`config.mk`:
```
export PLATFORM = sky130hd
export DESIGN_NAME = fsr_status
export DESIGN_NICKNAME = d
export VERILOG_FILES = /design/src/fsr_timer.v /design/src/fsr_status.v
export VERILOG_INCLUDE_DIRS = /design/src
export SDC_FILE = /design/constraint.sdc
export NUM_CORES = 1
export LEC_CHECK = 0
export CORE_MARGIN = 2
export CORE_UTILIZATION = 50
export DETAILED_ROUTE_END_ITERATION = 8
export DONT_BUFFER_PORTS = 1
export GPL_TIMING_DRIVEN = 0
export SYNTH_ARGS = -nofsm -noshare
export SYNTH_HDL_FRONTEND = slang
export SYNTH_SLANG_ARGS = --single-unit
export TNS_END_PERCENT = 10
```
`constraint.sdc`:
```
create_clock -name clk_in -period 8.1 [get_ports clk_in]
set_input_delay 0.405 -clock clk_in [delete_from_list [all_inputs] [get_ports clk_in]]
set_output_delay 0.405 -clock clk_in [all_outputs]
set_load 0.01 [all_outputs]
```
`src/fsr_defines.vh`:
```
`ifndef FSR_DEFINES_VH
`define FSR_DEFINES_VH

// ------------------------------
// status bit positions
// ------------------------------
`define FSR_BIT_BUSY 0
`define FSR_BIT_WLATCH 1
`define FSR_BIT_PROT_LO 2
`define FSR_BIT_PROT_HI 5
`define FSR_BIT_QUAD 6
`define FSR_BIT_LOCK 7
`define FSR_STATUS_RESET 8'h00
`define FSR_NV_MASK 8'hfc

// ------------------------------
// instruction opcodes
// ------------------------------
`define FSR_OP_STATUS_WRITE 8'h01
`define FSR_OP_PAGE_PROG 8'h02
`define FSR_OP_STATUS_READ 8'h05
`define FSR_OP_WRITE_DISABLE 8'h04
`define FSR_OP_WRITE_ENABLE 8'h06
`define FSR_OP_SECTOR_ERASE 8'h20
`define FSR_OP_BLOCK32_ERASE 8'h52
`define FSR_OP_BLOCK64_ERASE 8'hd8
`define FSR_OP_CHIP_ERASE 8'hc7
`define FSR_OP_FUNC_READ 8'h48
`define FSR_OP_EXT_READ 8'h81
`define FSR_OP_SUSPEND 8'h75
`define FSR_OP_RESET_EN 8'h66
`define FSR_OP_RESET 8'h99

// ------------------------------
// address map
// ------------------------------
`define FSR_ADDR_W 21
`define FSR_SECTOR_LSB 12
`define FSR_BLK32_LSB 15
`define FSR_BLK64_LSB 16
`define FSR_SECTOR_LAST 9'h1ff

// ------------------------------
// timing
// ------------------------------
`define FSR_CLK_NS 10
`define FSR_STATUS_WRITE_NS 2000
`define FSR_PROG_NS 8000
`define FSR_ERASE_NS 40000

`endif

```
`src/fsr_timer.v`:
```
`timescale 1ns/10ps
`include "fsr_defines.vh"

module fsr_timer #(
	parameter CW = 16
) (
	input wire clk_in,
	input wire rst_b_in,
	input wire start_in,
	input wire [CW-1:0] cycles_in,
	output reg busy_out,
	output reg done_out
);
	reg [CW-1:0] count_reg;

	always @(posedge clk_in) begin
		if (!rst_b_in) begin
			count_reg <= {CW{1'b0}};
			busy_out <= 1'b0;
			done_out <= 1'b0;
		end else begin
			done_out <= 1'b0;
			if (start_in && !busy_out) begin
				count_reg <= cycles_in;
				busy_out <= 1'b1;
			end else if (busy_out) begin
				if (count_reg <= {{(CW-1){1'b0}}, 1'b1}) begin
					busy_out <= 1'b0;
					done_out <= 1'b1;
				end else begin
					count_reg <= count_reg - {{(CW-1){1'b0}}, 1'b1};
				end
			end
		end
	end
endmodule

```
`src/fsr_status.v`:
```
`timescale 1ns/10ps
`include "fsr_defines.vh"
// Behaviour
// [RULE1] 4 KB sectors; 32/64 KB blocks group them
// [RULE2] sector n spans n*0x1000 to +0xfff
// [RULE3] register byte repeats until chip select high
// [RULE4] status layout bits 0..7, reset zero
// [RULE5] busy flag read-only, one while writing
// [RULE6] only enable/disable commands change write latch; the code also clears it on the timer's done pulse
// [RULE7] protect, quad, lock bits nonvolatile, factory zero
// [RULE8] protect bits select write-protected blocks
// [RULE9] quad enable turns on four-wire data
// [RULE10] lock bit marks status write-protected
// [RULE11] status read command returns status byte
// [RULE12] busy set through program, erase, status write
// [RULE13] while busy accept only reads and reset
// [RULE14] suspend also accepted during program or erase
// [RULE15] busy clears on completion regardless of outcome
// [RULE16] write latch cleared after write completes
// [RULE17] host sends write enable before writes
// [RULE18] lock with protect pin low blocks status write
// [RULE19] host polls busy before other commands
// [RULE20] status byte shifted msb first

module fsr_status #(
	parameter STATUS_WRITE_NS = `FSR_STATUS_WRITE_NS,
	parameter PROG_NS = `FSR_PROG_NS,
	parameter ERASE_NS = `FSR_ERASE_NS
) (
	// system
	input wire clk_in,
	input wire rst_b_in,
	// serial link
	input wire sck_in,
	input wire cs_b_in,
	input wire si_in,
	input wire wp_b_in,
	output reg so_out,
	output reg so_oe_b_out,
	// status view and decoded map
	output reg [7:0] status_out,
	output reg quad_mode_out,
	output reg suspend_out,
	output reg [8:0] sector_out,
	output reg [5:0] block32_out,
	output reg [4:0] block64_out,
	output reg addr_prot_out
);
	localparam CYC_SW = (STATUS_WRITE_NS + `FSR_CLK_NS - 1) / `FSR_CLK_NS;
	localparam CYC_PG = (PROG_NS + `FSR_CLK_NS - 1) / `FSR_CLK_NS;
	localparam CYC_ER = (ERASE_NS + `FSR_CLK_NS - 1) / `FSR_CLK_NS;

	// one-hot frame states
	localparam S_OP = 4'h1;
	localparam S_ADDR = 4'h2;
	localparam S_DATA = 4'h4;
	localparam S_OUT = 4'h8;

	// ------------------------------
	// synchronisers
	// ------------------------------
	reg [2:0] sck_sync_reg;
	reg [1:0] cs_sync_reg;
	reg [1:0] si_sync_reg;
	reg [1:0] wp_sync_reg;
	always @(posedge clk_in) begin
		if (!rst_b_in) begin
			sck_sync_reg <= 3'h0;
			cs_sync_reg <= 2'h3;
			si_sync_reg <= 2'h0;
			wp_sync_reg <= 2'h3;
		end else begin
			sck_sync_reg <= {sck_sync_reg[1:0], sck_in};
			cs_sync_reg <= {cs_sync_reg[0], cs_b_in};
			si_sync_reg <= {si_sync_reg[0], si_in};
			wp_sync_reg <= {wp_sync_reg[0], wp_b_in};
		end
	end
	wire sck_rise = sck_sync_reg[1] & ~sck_sync_reg[2];
	wire sck_fall = ~sck_sync_reg[1] & sck_sync_reg[2];
	wire cs_b = cs_sync_reg[1];
	wire si = si_sync_reg[1];
	wire wp_b = wp_sync_reg[1];

	// ------------------------------
	// decode helpers
	// ------------------------------
	function is_addr_op;
		input [7:0] op;
		begin
			is_addr_op = (op == `FSR_OP_PAGE_PROG) || (op == `FSR_OP_SECTOR_ERASE) ||
				(op == `FSR_OP_BLOCK32_ERASE) || (op == `FSR_OP_BLOCK64_ERASE);
		end
	endfunction

	// ops allowed while busy
	function busy_ok;
		input [7:0] op;
		input pe;
		begin
			busy_ok = (op == `FSR_OP_STATUS_READ) || (op == `FSR_OP_FUNC_READ) ||
				(op == `FSR_OP_EXT_READ) || (op == `FSR_OP_RESET_EN) ||
				(op == `FSR_OP_RESET) || (pe && op == `FSR_OP_SUSPEND); // [RULE13] [RULE14]
		end
	endfunction

	// protection decode over 64 KB blocks
	function prot_hit;
		input [3:0] bp;
		input [4:0] blk;
		reg [4:0] lo;
		reg [4:0] hi;
		begin
			lo = 5'h1f;
			hi = 5'h00;
			prot_hit = 1'b0;
			case (bp)
				4'h1: lo = 5'h1f;
				4'h2: lo = 5'h1e;
				4'h3: lo = 5'h1c;
				4'h4: lo = 5'h18;
				4'h5: lo = 5'h10;
				4'ha: hi = 5'h0f;
				4'hb: hi = 5'h07;
				4'hc: hi = 5'h03;
				4'hd: hi = 5'h01;
				4'he: hi = 5'h00;
				default: lo = 5'h1f;
			endcase
			if (bp >= 4'h1 && bp <= 4'h5)
				prot_hit = (blk >= lo);
			else if (bp >= 4'h6 && bp <= 4'h9)
				prot_hit = 1'b1;
			else if (bp >= 4'ha && bp <= 4'he)
				prot_hit = (blk <= hi);
		end
	endfunction

	// ------------------------------
	// status and frame state
	// ------------------------------
	reg [5:0] nv_reg;
	reg wlatch_reg;
	reg [3:0] state_reg;
	reg [7:0] shift_reg;
	reg [2:0] bit_cnt_reg;
	reg [1:0] byte_cnt_reg;
	reg [7:0] op_reg;
	reg [`FSR_ADDR_W-1:0] addr_reg;
	reg [7:0] out_byte_reg;
	reg ignore_reg;
	reg pe_reg;
	reg start_reg;
	reg [15:0] cycles_reg;
	wire busy;
	wire done;

	wire [7:0] status = {nv_reg, wlatch_reg, busy}; // [RULE4] [RULE5]
	wire [7:0] shifted = {shift_reg[6:0], si};
	wire [3:0] bp = nv_reg[3:0];

	fsr_timer #(
		.CW(16)
	) u_timer (
		.clk_in(clk_in),
		.rst_b_in(rst_b_in),
		.start_in(start_reg),
		.cycles_in(cycles_reg),
		.busy_out(busy),
		.done_out(done)
	);

	always @(posedge clk_in) begin
		if (!rst_b_in) begin
			nv_reg <= 6'h00; // [RULE7]
			wlatch_reg <= 1'b0;
			state_reg <= S_OP;
			shift_reg <= 8'h00;
			bit_cnt_reg <= 3'h0;
			byte_cnt_reg <= 2'h0;
			op_reg <= 8'h00;
			addr_reg <= {`FSR_ADDR_W{1'b0}};
			out_byte_reg <= 8'h00;
			ignore_reg <= 1'b0;
			pe_reg <= 1'b0;
			start_reg <= 1'b0;
			cycles_reg <= 16'h0000;
			so_out <= 1'b0;
			so_oe_b_out <= 1'b1;
		end else begin
			start_reg <= 1'b0;
			if (done) begin
				wlatch_reg <= 1'b0; // [RULE16] [RULE15]
				pe_reg <= 1'b0;
			end
			if (cs_b) begin
				state_reg <= S_OP;
				bit_cnt_reg <= 3'h0;
				byte_cnt_reg <= 2'h0;
				ignore_reg <= 1'b0;
				so_oe_b_out <= 1'b1;
				// status writes commit on deselect, only in a clean frame
				if (!ignore_reg && state_reg == S_DATA && op_reg == `FSR_OP_STATUS_WRITE &&
					byte_cnt_reg != 2'h0 && !busy && wlatch_reg && !(nv_reg[5] && !wp_b)) begin // [RULE18] [RULE10]
					nv_reg <= out_byte_reg[7:2]; // [RULE6] [RULE7]
					cycles_reg <= CYC_SW[15:0];
					start_reg <= 1'b1; // [RULE12]
				end
				op_reg <= 8'h00;
			end else if (sck_rise && state_reg != S_OUT) begin
				shift_reg <= shifted;
				bit_cnt_reg <= bit_cnt_reg + 3'h1;
				if (bit_cnt_reg == 3'h7) begin
					case (state_reg)
						S_OP: begin
							op_reg <= shifted;
							ignore_reg <= busy && !busy_ok(shifted, pe_reg);
							if (!(busy && !busy_ok(shifted, pe_reg))) begin
								if (shifted == `FSR_OP_WRITE_ENABLE)
									wlatch_reg <= 1'b1; // [RULE6] [RULE17]
								else if (shifted == `FSR_OP_WRITE_DISABLE)
									wlatch_reg <= 1'b0;
								else if (shifted == `FSR_OP_CHIP_ERASE && wlatch_reg && bp == 4'h0) begin
									cycles_reg <= CYC_ER[15:0];
									start_reg <= 1'b1; // [RULE12]
									pe_reg <= 1'b1;
								end
							end
							if (shifted == `FSR_OP_STATUS_READ) begin
								state_reg <= S_OUT; // [RULE11]
								out_byte_reg <= status;
							end else if (is_addr_op(shifted))
								state_reg <= S_ADDR;
							else
								state_reg <= S_DATA;
						end
						S_ADDR: begin
							addr_reg <= {addr_reg[`FSR_ADDR_W-9:0], shifted};
							byte_cnt_reg <= byte_cnt_reg + 2'h1;
							if (byte_cnt_reg == 2'h2) begin
								state_reg <= S_DATA;
								byte_cnt_reg <= 2'h0;
								if (!ignore_reg && wlatch_reg && !prot_hit(bp,
									addr_reg[`FSR_BLK64_LSB-8 +: 5])) begin // [RULE8]
									cycles_reg <= (op_reg == `FSR_OP_PAGE_PROG) ?
										CYC_PG[15:0] : CYC_ER[15:0];
									start_reg <= 1'b1; // [RULE12]
									pe_reg <= 1'b1;
								end
							end
						end
						default: begin
							out_byte_reg <= shifted;
							byte_cnt_reg <= 2'h1;
						end
					endcase
				end
			end else if (sck_fall && state_reg == S_OUT) begin
				// status byte reloaded after each byte while clocking continues
				so_oe_b_out <= 1'b0;
				so_out <= out_byte_reg[3'h7 - bit_cnt_reg]; // [RULE20] [RULE3]
				bit_cnt_reg <= bit_cnt_reg + 3'h1;
				if (bit_cnt_reg == 3'h7)
					out_byte_reg <= status;
			end
		end
	end

	// ------------------------------
	// status view and address map
	// ------------------------------
	always @(posedge clk_in) begin
		if (!rst_b_in) begin
			status_out <= `FSR_STATUS_RESET;
			quad_mode_out <= 1'b0;
			suspend_out <= 1'b0;
			sector_out <= 9'h000;
			block32_out <= 6'h00;
			block64_out <= 5'h00;
			addr_prot_out <= 1'b0;
		end else begin
			status_out <= status;
			quad_mode_out <= nv_reg[4]; // [RULE9]
			suspend_out <= sck_rise && bit_cnt_reg == 3'h7 && state_reg == S_OP &&
				shifted == `FSR_OP_SUSPEND && busy && pe_reg; // [RULE14]
			sector_out <= addr_reg[`FSR_ADDR_W-1:`FSR_SECTOR_LSB]; // [RULE1] [RULE2]
			block32_out <= addr_reg[`FSR_ADDR_W-1:`FSR_BLK32_LSB];
			block64_out <= addr_reg[`FSR_ADDR_W-1:`FSR_BLK64_LSB];
			addr_prot_out <= prot_hit(bp, addr_reg[`FSR_ADDR_W-1:`FSR_BLK64_LSB]);
		end
	end
endmodule

```
==> run metrics, run 1 <==
fmax=about 0.30 GHz; IO Port Bufs=0; setup-violating endpoint count in the final report=0; fraction of the cycle the final worst path needs=0.415; primary flip-flop cell chosen by synthesis mapping=sky130_fd_sc_hd__dfxtp_1; wire length per cell=between 15 and 20 um; number of buffers added to fix hold violations after cts=4; Power Dens Cells=231 nW/um^2; CP Capture Point=cycles_reg[9]$_SDFFE_PN0P_; first-pass iteration count of the detailed router=6; number of hold violations in the final report=0; TritonCTS clock tree=done; GP Congestion=0.816; series of cell instances along the critical path=clkbuf_1 > nand2b_1 > nor2_1 > and2_1 > ha_1 > o21a_1 > o21ai_0 > o311ai_0 > nand3_1 > mux2i_1; iteration-0 DRC count of the detailed router=~320; global-route wire length before repair=20500 um; number of synthesized flops with an enable pin=0; antenna-violating nets left=0; number of flip-flops under the largest register name=21; post-CTS resize count=0; clock transition time at the flip-flop clock pins of the worst setup and hold paths=0.06 ns; Pins Over Slew Limit=0; Inserted Clock Buffers=17; Startpoint Class=register; unrepaired setup endpoints after global routing=false; Area growth, synth to finish=16.5%; clock latency of the later-clocked register in the worst-skew pair=between 0.5 and 0.6 ns; cell with the most instances after synthesis=sky130_fd_sc_hd__dfxtp_1; launch instance of the worst register-to-register path=nv_reg[2]$_SDFFE_PN0P_; floorplan die width=around 110 um; Core Rows=37; placed wire-length estimate after detailed placement=8930 um; Max stage delay on crit path=0.98 ns; capture instance of the worst register-to-register path=cycles_reg[9]$_SDFFE_PN0P_; post-detailed-route via-to-cell ratio=5.68; CP Max Fanout=10; share of synthesized registers carrying an async set or reset=0; status=finished, final reports clean; pin count of the biggest net entering global routing=17; initial cell density of the core=0.514; portion of synthesized cell area occupied by the leading cell type=0.435; I/O pin count=39; GRT overflow=0; cell with the largest stage delay on the worst path=sky130_fd_sc_hd__o311ai_0; combined global-route utilization of all metal layers=0.234; mean instance size in the synthesized netlist=8.96 um^2; largest cells by area after synthesis=sky130_fd_sc_hd__dfxtp_1 (44%), sky130_fd_sc_hd__mux2i_1 (6.8%), sky130_fd_sc_hd__nand2_1 (5.1%); overall die area=around 11000 um^2; number of vias in the routed layout=around 4300; Critical Path Sink Type=register; biggest area consumer among synthesized cells=sky130_fd_sc_hd__dfxtp_1; number of warning messages in the yosys log=0; arrival time reported for the critical path endpoint=~3.7 ns; number of buffers on the longest clock path=2; required time of the critical path=8.49 ns; class of the most critical hold timing path=in -> reg; CORE AREA=10300 um^2; Worst Setup Path Type=reg -> reg; max cap viols=0; count of buffers added by post-CTS timing repair for setup=0; Post-Syn Instances=590; setup tns final=0 ns; depth of the worst register-to-register path=10; Yosys cell types=between 60 and 70; H-Tree Depth=4; antenna violations before repair=0; clk_skew=~0.0091 ns; share of post-route cells with drive strength above 1=0.106; commonest cells in the synthesized netlist=sky130_fd_sc_hd__dfxtp_1 (115), sky130_fd_sc_hd__nand2_1 (72), sky130_fd_sc_hd__nor2_1 (66); worst slew margin relative to its limit=0.190; setup slack of the most critical reg-to-reg path=between 4 and 5 ns; antenna cell count=0; transition time at the pin with the least slew margin=between 1 and 1.5 ns; library cell used as clock root buffer=sky130_fd_sc_hd__clkbuf_8; number of global-route vias before repair=between 4000 and 5000; Die Ht=roughly 110 um; Lkg Pwr=approximately 2.3 nW; post-layout net count=roughly 640; share of synthesized area occupied by flip-flops and latches=0.435; DR DRC count=0; Cells after DPL=a little over 700; clk sink count=between 100 and 150; final std cells w/o fill=roughly 760; total wire length after detailed routing=12600 um; worst vdd rail ir drop=between 0.00009 and 0.0001 V; final worst path period need=around 3.4 ns; Yosys reg bits=115; Synth Cell Area=about 5300 um^2; post-synth net total=616; Critical Path Source=nv_reg[2]$_SDFFE_PN0P_
==> where the power goes <==
part	internal, W	leakage [nW]	switching [W]
registers	0.000568	0.928	0.00000112
logic	0.00000473	1.05	0.0000133
clock network	0.000584	0.317	0.000251
==> stage by stage <==
stage / hold WS (ns) / cell area [um^2] / total power, W / utilization / setup slack [ns]
6_report: 0.0144 / 6160 / 0.00142 / 0.599 / 4.74
2_1_floorplan: 0.386 / 5290 / 0.000591 / - / 5.55
5_1_grt: 0.00367 / 6160 / 0.00146 / 0.599 / 4.51
4_1_cts: 0.00607 / 6160 / 0.00143 / 0.599 / 4.80
3_5_place_dp: 0.391 / 5460 / 0.000598 / 0.531 / 4.83
3_3_place_gp: 0.393 / 5460 / 0.000598 / 0.531 / 4.82
==> cell families after synthesis <==
logic type                 synth area share
and+or+nand+nor                       0.234
DFF                                   0.435
AOI/OAI and AO/OA                     0.132
buffers and inverters                0.0554
muxes                                0.0809
adders and majority gates            0.0473
xor gates and xnor gates             0.0149
==> cells in the final DEF (no fill, tap or decap), types with 5 or more instances in the layout <==
cell,instances
sky130_fd_sc_hd__o21ai_0,14
sky130_fd_sc_hd__clkbuf_1,29
sky130_fd_sc_hd__nand2_1,72
sky130_fd_sc_hd__clkbuf_16,16
sky130_fd_sc_hd__a21oi_1,38
sky130_fd_sc_hd__bufinv_16,6
sky130_fd_sc_hd__or4_1,9
sky130_fd_sc_hd__nor4_1,7
sky130_fd_sc_hd__buf_4,12
sky130_fd_sc_hd__inv_1,15
sky130_fd_sc_hd__nor3_1,6
sky130_fd_sc_hd__or3_1,6
sky130_fd_sc_hd__ha_1,20
sky130_fd_sc_hd__nor4b_1,5
sky130_fd_sc_hd__a211oi_1,9
sky130_fd_sc_hd__a31oi_1,6
sky130_fd_sc_hd__nor2_1,66
sky130_fd_sc_hd__nand2b_1,17
sky130_fd_sc_hd__and2_1,20
sky130_fd_sc_hd__xnor2_1,6
sky130_fd_sc_hd__dfxtp_1,115
sky130_fd_sc_hd__mux2i_1,36
sky130_fd_sc_hd__nand3b_1,5
==> critical path, delay by kind of cell (launching register included) <==
family          cells  cell delay, ns
compound gates      3            1.14
simple gates        4            0.97
flops               1            0.42
buf+inv             1            0.35
mux                 1            0.19
fa+ha+maj           1            0.13
==> metal layers <==
metal  global-route usage  share of wire  vias up
met3               0.0541          0.058       20
met4               0.0826          0.016        0
li1                     -              -     2104
met1                0.307           0.45     2074
met5                    0              0        -
met2                0.379           0.47      124
==> worst min-delay path by stage <==
stage               depth (start not counted)                       from                         to  slack, ns
floorplan                                   1  cs_sync_reg[0]$_SDFF_PN1_  cs_sync_reg[1]$_SDFF_PN1_       0.39
global placement                            1  cs_sync_reg[0]$_SDFF_PN1_  cs_sync_reg[1]$_SDFF_PN1_       0.39
detailed placement                          1  wp_sync_reg[0]$_SDFF_PN1_  wp_sync_reg[1]$_SDFF_PN1_       0.39
CTS                                         2                   rst_b_in   sector_out[8]$_SDFF_PN0_      0.006
global route                                2                   rst_b_in   sector_out[8]$_SDFF_PN0_      0.004
finish                                      2                   rst_b_in   sector_out[8]$_SDFF_PN0_       0.01
==> cell type report <==
class / count / area (um^2)
Fill cell: 952 / 4120
Multi-Input combinational cell: 414 / 2690
Sequential cell: 115 / 2300
Clock buffer: 22 / 463
Buffer: 46 / 236
Clock inverter: 9 / 200
Tap cell: 136 / 170
Inverter: 15 / 56.3
Timing Repair Buffer: 4 / 40.0
No activity file was read; power rests on OpenSTA's default activity.
==> run 2, diff against run 1 <==
Settings changed: ABC_AREA from default to 1.
Clock period 8.1 ns to 3.2 ns, I/O delays scaled along.
==> run metrics, run 2 <==
status=finished, final reports clean; wire length per cell=16.1 um; Power Dens Cells=approximately 490 nW/um^2; commonest cells after routing, fill and taps aside=sky130_fd_sc_hd__nand2_1 (115), sky130_fd_sc_hd__dfxtp_1 (115), sky130_fd_sc_hd__inv_1 (85); CORE AREA=roughly 11000 um^2; portion of synthesized cell area occupied by the leading cell type=0.416; Worst Setup Path Type=reg -> reg; Yosys cell types=just over 50; combined global-route utilization of all metal layers=0.260; transition time at the pin with the least slew margin=0.862 ns; largest cells by area after synthesis=sky130_fd_sc_hd__dfxtp_1 (42%), sky130_fd_sc_hd__nand2_1 (7.8%), sky130_fd_sc_hd__inv_1 (5.8%); clk_skew=around 0.0062 ns; commonest cells in the synthesized netlist=sky130_fd_sc_hd__dfxtp_1 (115), sky130_fd_sc_hd__nand2_1 (115), sky130_fd_sc_hd__inv_1 (85); first-pass iteration count of the detailed router=5; Switch Pwr=0.000667 W; Sw Share=0.217; arrival time reported for the critical path endpoint=around 3.0 ns; clock latency of the later-clocked register in the worst-skew pair=between 0.5 and 0.6 ns; biggest area consumer among synthesized cells=sky130_fd_sc_hd__dfxtp_1; share of synthesized area occupied by flip-flops and latches=0.416; final worst path period need=2.59 ns; part of the power in the clock network=0.510; clk sink count=about 120; worst vdd rail ir drop=slightly below 0.0004 V; overall die area=~12000 um^2; H-Tree Depth=4; required time of the critical path=approximately 3.6 ns; post-synth net total=747; number of flip-flops under the largest register name=21; total wire length after detailed routing=~14000 um; antenna-violating nets left=0; Core Rows=38; IO Port Bufs=0; iteration-0 DRC count of the detailed router=~340; area of all placed cells without fillers=about 6200 um^2; Int Power=around 0.0024 W; pin count of the biggest net entering global routing=17; Cells after DPL=approximately 860; DR DRC count=0; Pins Over Slew Limit=0; capture instance of the worst register-to-register path=cycles_reg[7]$_SDFFE_PN0P_; launch instance of the worst register-to-register path=nv_reg[3]$_SDFFE_PN0P_; GRT overflow=0; unrepaired setup endpoints after global routing=false; Critical Path Sink Type=register; Area growth, synth to finish=12.8%; floorplan die width=between 100 and 150 um; number of synthesized flops with an enable pin=0; I/O pin count=39; worst slew margin relative to its limit=0.425; fmax=0.386 GHz; cell area reported after detailed placement=roughly 5700 um^2; final hold slack=~0.083 ns; Worst Hold End=u_timer.count_reg[5]$_SDFFE_PN0P_; part of the power in combinational logic=0.020; number of buffers on the longest clock path=2; post-detailed-route via-to-cell ratio=between 5 and 6; mean instance size in the synthesized netlist=7.68 um^2; max cap viols=0; CP Max Fanout=7; number of warning messages in the yosys log=0; depth of the worst register-to-register path=16; final std cells w/o fill=~900; share of synthesized registers carrying an async set or reset=0; Inserted Clock Buffers=17; clock transition time at the flip-flop clock pins of the worst setup and hold paths=0.05 ns; post-layout net count=approximately 770; Lkg Pwr=2.84 nW; number of hold violations in the final report=0; setup slack of the most critical reg-to-reg path=0.61 ns; setup tns final=0 ns; Post-Syn Instances=approximately 720; library cell used as clock root buffer=sky130_fd_sc_hd__clkbuf_8; GP Congestion=0.900; number of vias in the routed layout=4823; Hold Path Depth=3; antenna cell count=0; share of post-route cells with drive strength above 1=0.147; Startpoint Class=register; global-route wire length before repair=roughly 23000 um; TritonCTS clock tree=done; placed wire-length estimate after detailed placement=10600 um; Die Ht=about 110 um; count of buffers added by post-CTS timing repair for setup=0; class of the most critical hold timing path=in -> reg; number of global-route vias before repair=between 4000 and 5000; initial cell density of the core=0.511; Synth Cell Area=5540 um^2; Hold Crit Start=rst_b_in; share of power burned in registers=0.470; primary flip-flop cell chosen by synthesis mapping=sky130_fd_sc_hd__dfxtp_1; antenna violations before repair=0; fraction of the cycle the final worst path needs=0.809; Yosys reg bits=around 120; setup-violating endpoint count in the final report=0
-- run 2: cell count changes after synthesis, sizes merged, moves of 7 or more --
| cell | previous run | this run |
|---|---|---|
| and2 | 20 | 1 |
| nor2 | 66 | 96 |
| nand4 | 2 | 12 |
| a21oi | 38 | 62 |
| or4 | 12 | 0 |
| nand3 | 4 | 29 |
| clkbuf | 27 | 12 |
| nor3 | 7 | 14 |
| mux2i | 36 | 0 |
| inv | 15 | 100 |
| o21ai | 16 | 64 |
| nand2 | 72 | 124 |
| nand2b | 17 | 0 |
-- run 2: per-stage QoR --
step,total power (W),worst slack [ns],util
2_1_floorplan,0.00151,1.19,-
3_5_place_dp,0.00153,0.639,0.527
4_1_cts,0.00310,0.623,0.576
3_3_place_gp,0.00153,0.677,0.527
6_report,0.00308,0.613,0.576
5_1_grt,0.00317,0.357,0.576
-- run 2: layout make-up --
class / count / area, um^2
clock buffer: 24 / 450
clock inverter: 7 / 35.0
fill: 1006 / 4590
inverter: 100 / 378
sequential: 115 / 2300
multi-input combinational: 472 / 2630
timing repair buffer: 5 / 50.0
tap: 140 / 175
buffer: 34 / 225
-- run 2: routing by layer --
metal,routed length (um),track usage,vias to the layer above
met5,0,0,-
met2,6600,0.417,113
met3,612,0.0640,26
met1,6880,0.337,2263
li1,-,-,2421
met4,337,0.103,0
-- run 2: worst max-delay path by stage --
stage          cells past startpoint                    from                         end
2_1_floorplan                     16  nv_reg[3]$_SDFFE_PN0P_  cycles_reg[7]$_SDFFE_PN0P_
3_3_place_gp                      16  nv_reg[3]$_SDFFE_PN0P_  cycles_reg[7]$_SDFFE_PN0P_
3_5_place_dp                      16  nv_reg[3]$_SDFFE_PN0P_  cycles_reg[7]$_SDFFE_PN0P_
4_1_cts                           16  nv_reg[3]$_SDFFE_PN0P_  cycles_reg[7]$_SDFFE_PN0P_
5_1_grt                           16  nv_reg[3]$_SDFFE_PN0P_  cycles_reg[7]$_SDFFE_PN0P_
6_report                          16  nv_reg[3]$_SDFFE_PN0P_  cycles_reg[7]$_SDFFE_PN0P_
-- run 2: kinds of logic (layout without fill, tap and decap cells) --
| logic type | after synthesis | count (layout) | share of synthesized area |
|---|---|---|---|
| xor gates and xnor gates | 1 | 1 | 0.00158 |
| DFF | 115 | 115 | 0.416 |
| adders and majority gates | 20 | 20 | 0.0452 |
| and+or+nand+nor | 285 | 285 | 0.252 |
| buffers and inverters | 134 | 170 | 0.109 |
| AOI/OAI and AO/OA | 166 | 166 | 0.176 |
-- run 2: power groups by stage --
stage	combinational, W	sequential (W)	clock [W]
after floorplan	0.0000369	0.00147	0
after global placement	0.0000580	0.00147	0
after detailed placement	0.0000577	0.00147	0
after CTS	0.0000628	0.00144	0.00159
after global routing	0.0000690	0.00144	0.00165
final	0.0000630	0.00145	0.00157
-- run 2: what timing repair did --
action                                 4_1_cts  5_1_grt
resized for setup                            0        0
endpoints found under the hold margin        5        0
hold buffers                                 5        0
-- run 2: critical path, stage by stage, from the launching register on --
cell                      delay (ns)
sky130_fd_sc_hd__dfxtp_1        0.38
sky130_fd_sc_hd__inv_1          0.13
sky130_fd_sc_hd__nand2_1        0.08
sky130_fd_sc_hd__nor2_1         0.27
sky130_fd_sc_hd__a21oi_1        0.16
sky130_fd_sc_hd__a31oi_1        0.28
sky130_fd_sc_hd__ha_1           0.30
sky130_fd_sc_hd__nand2_1        0.08
sky130_fd_sc_hd__inv_1          0.04
sky130_fd_sc_hd__nand4_1        0.06
sky130_fd_sc_hd__nand3_1        0.10
sky130_fd_sc_hd__nand2_1        0.12
sky130_fd_sc_hd__nand4_4        0.15
sky130_fd_sc_hd__nand3_4        0.13
sky130_fd_sc_hd__nand2_4        0.08
sky130_fd_sc_hd__nor2_2         0.08
sky130_fd_sc_hd__nor2_1         0.05
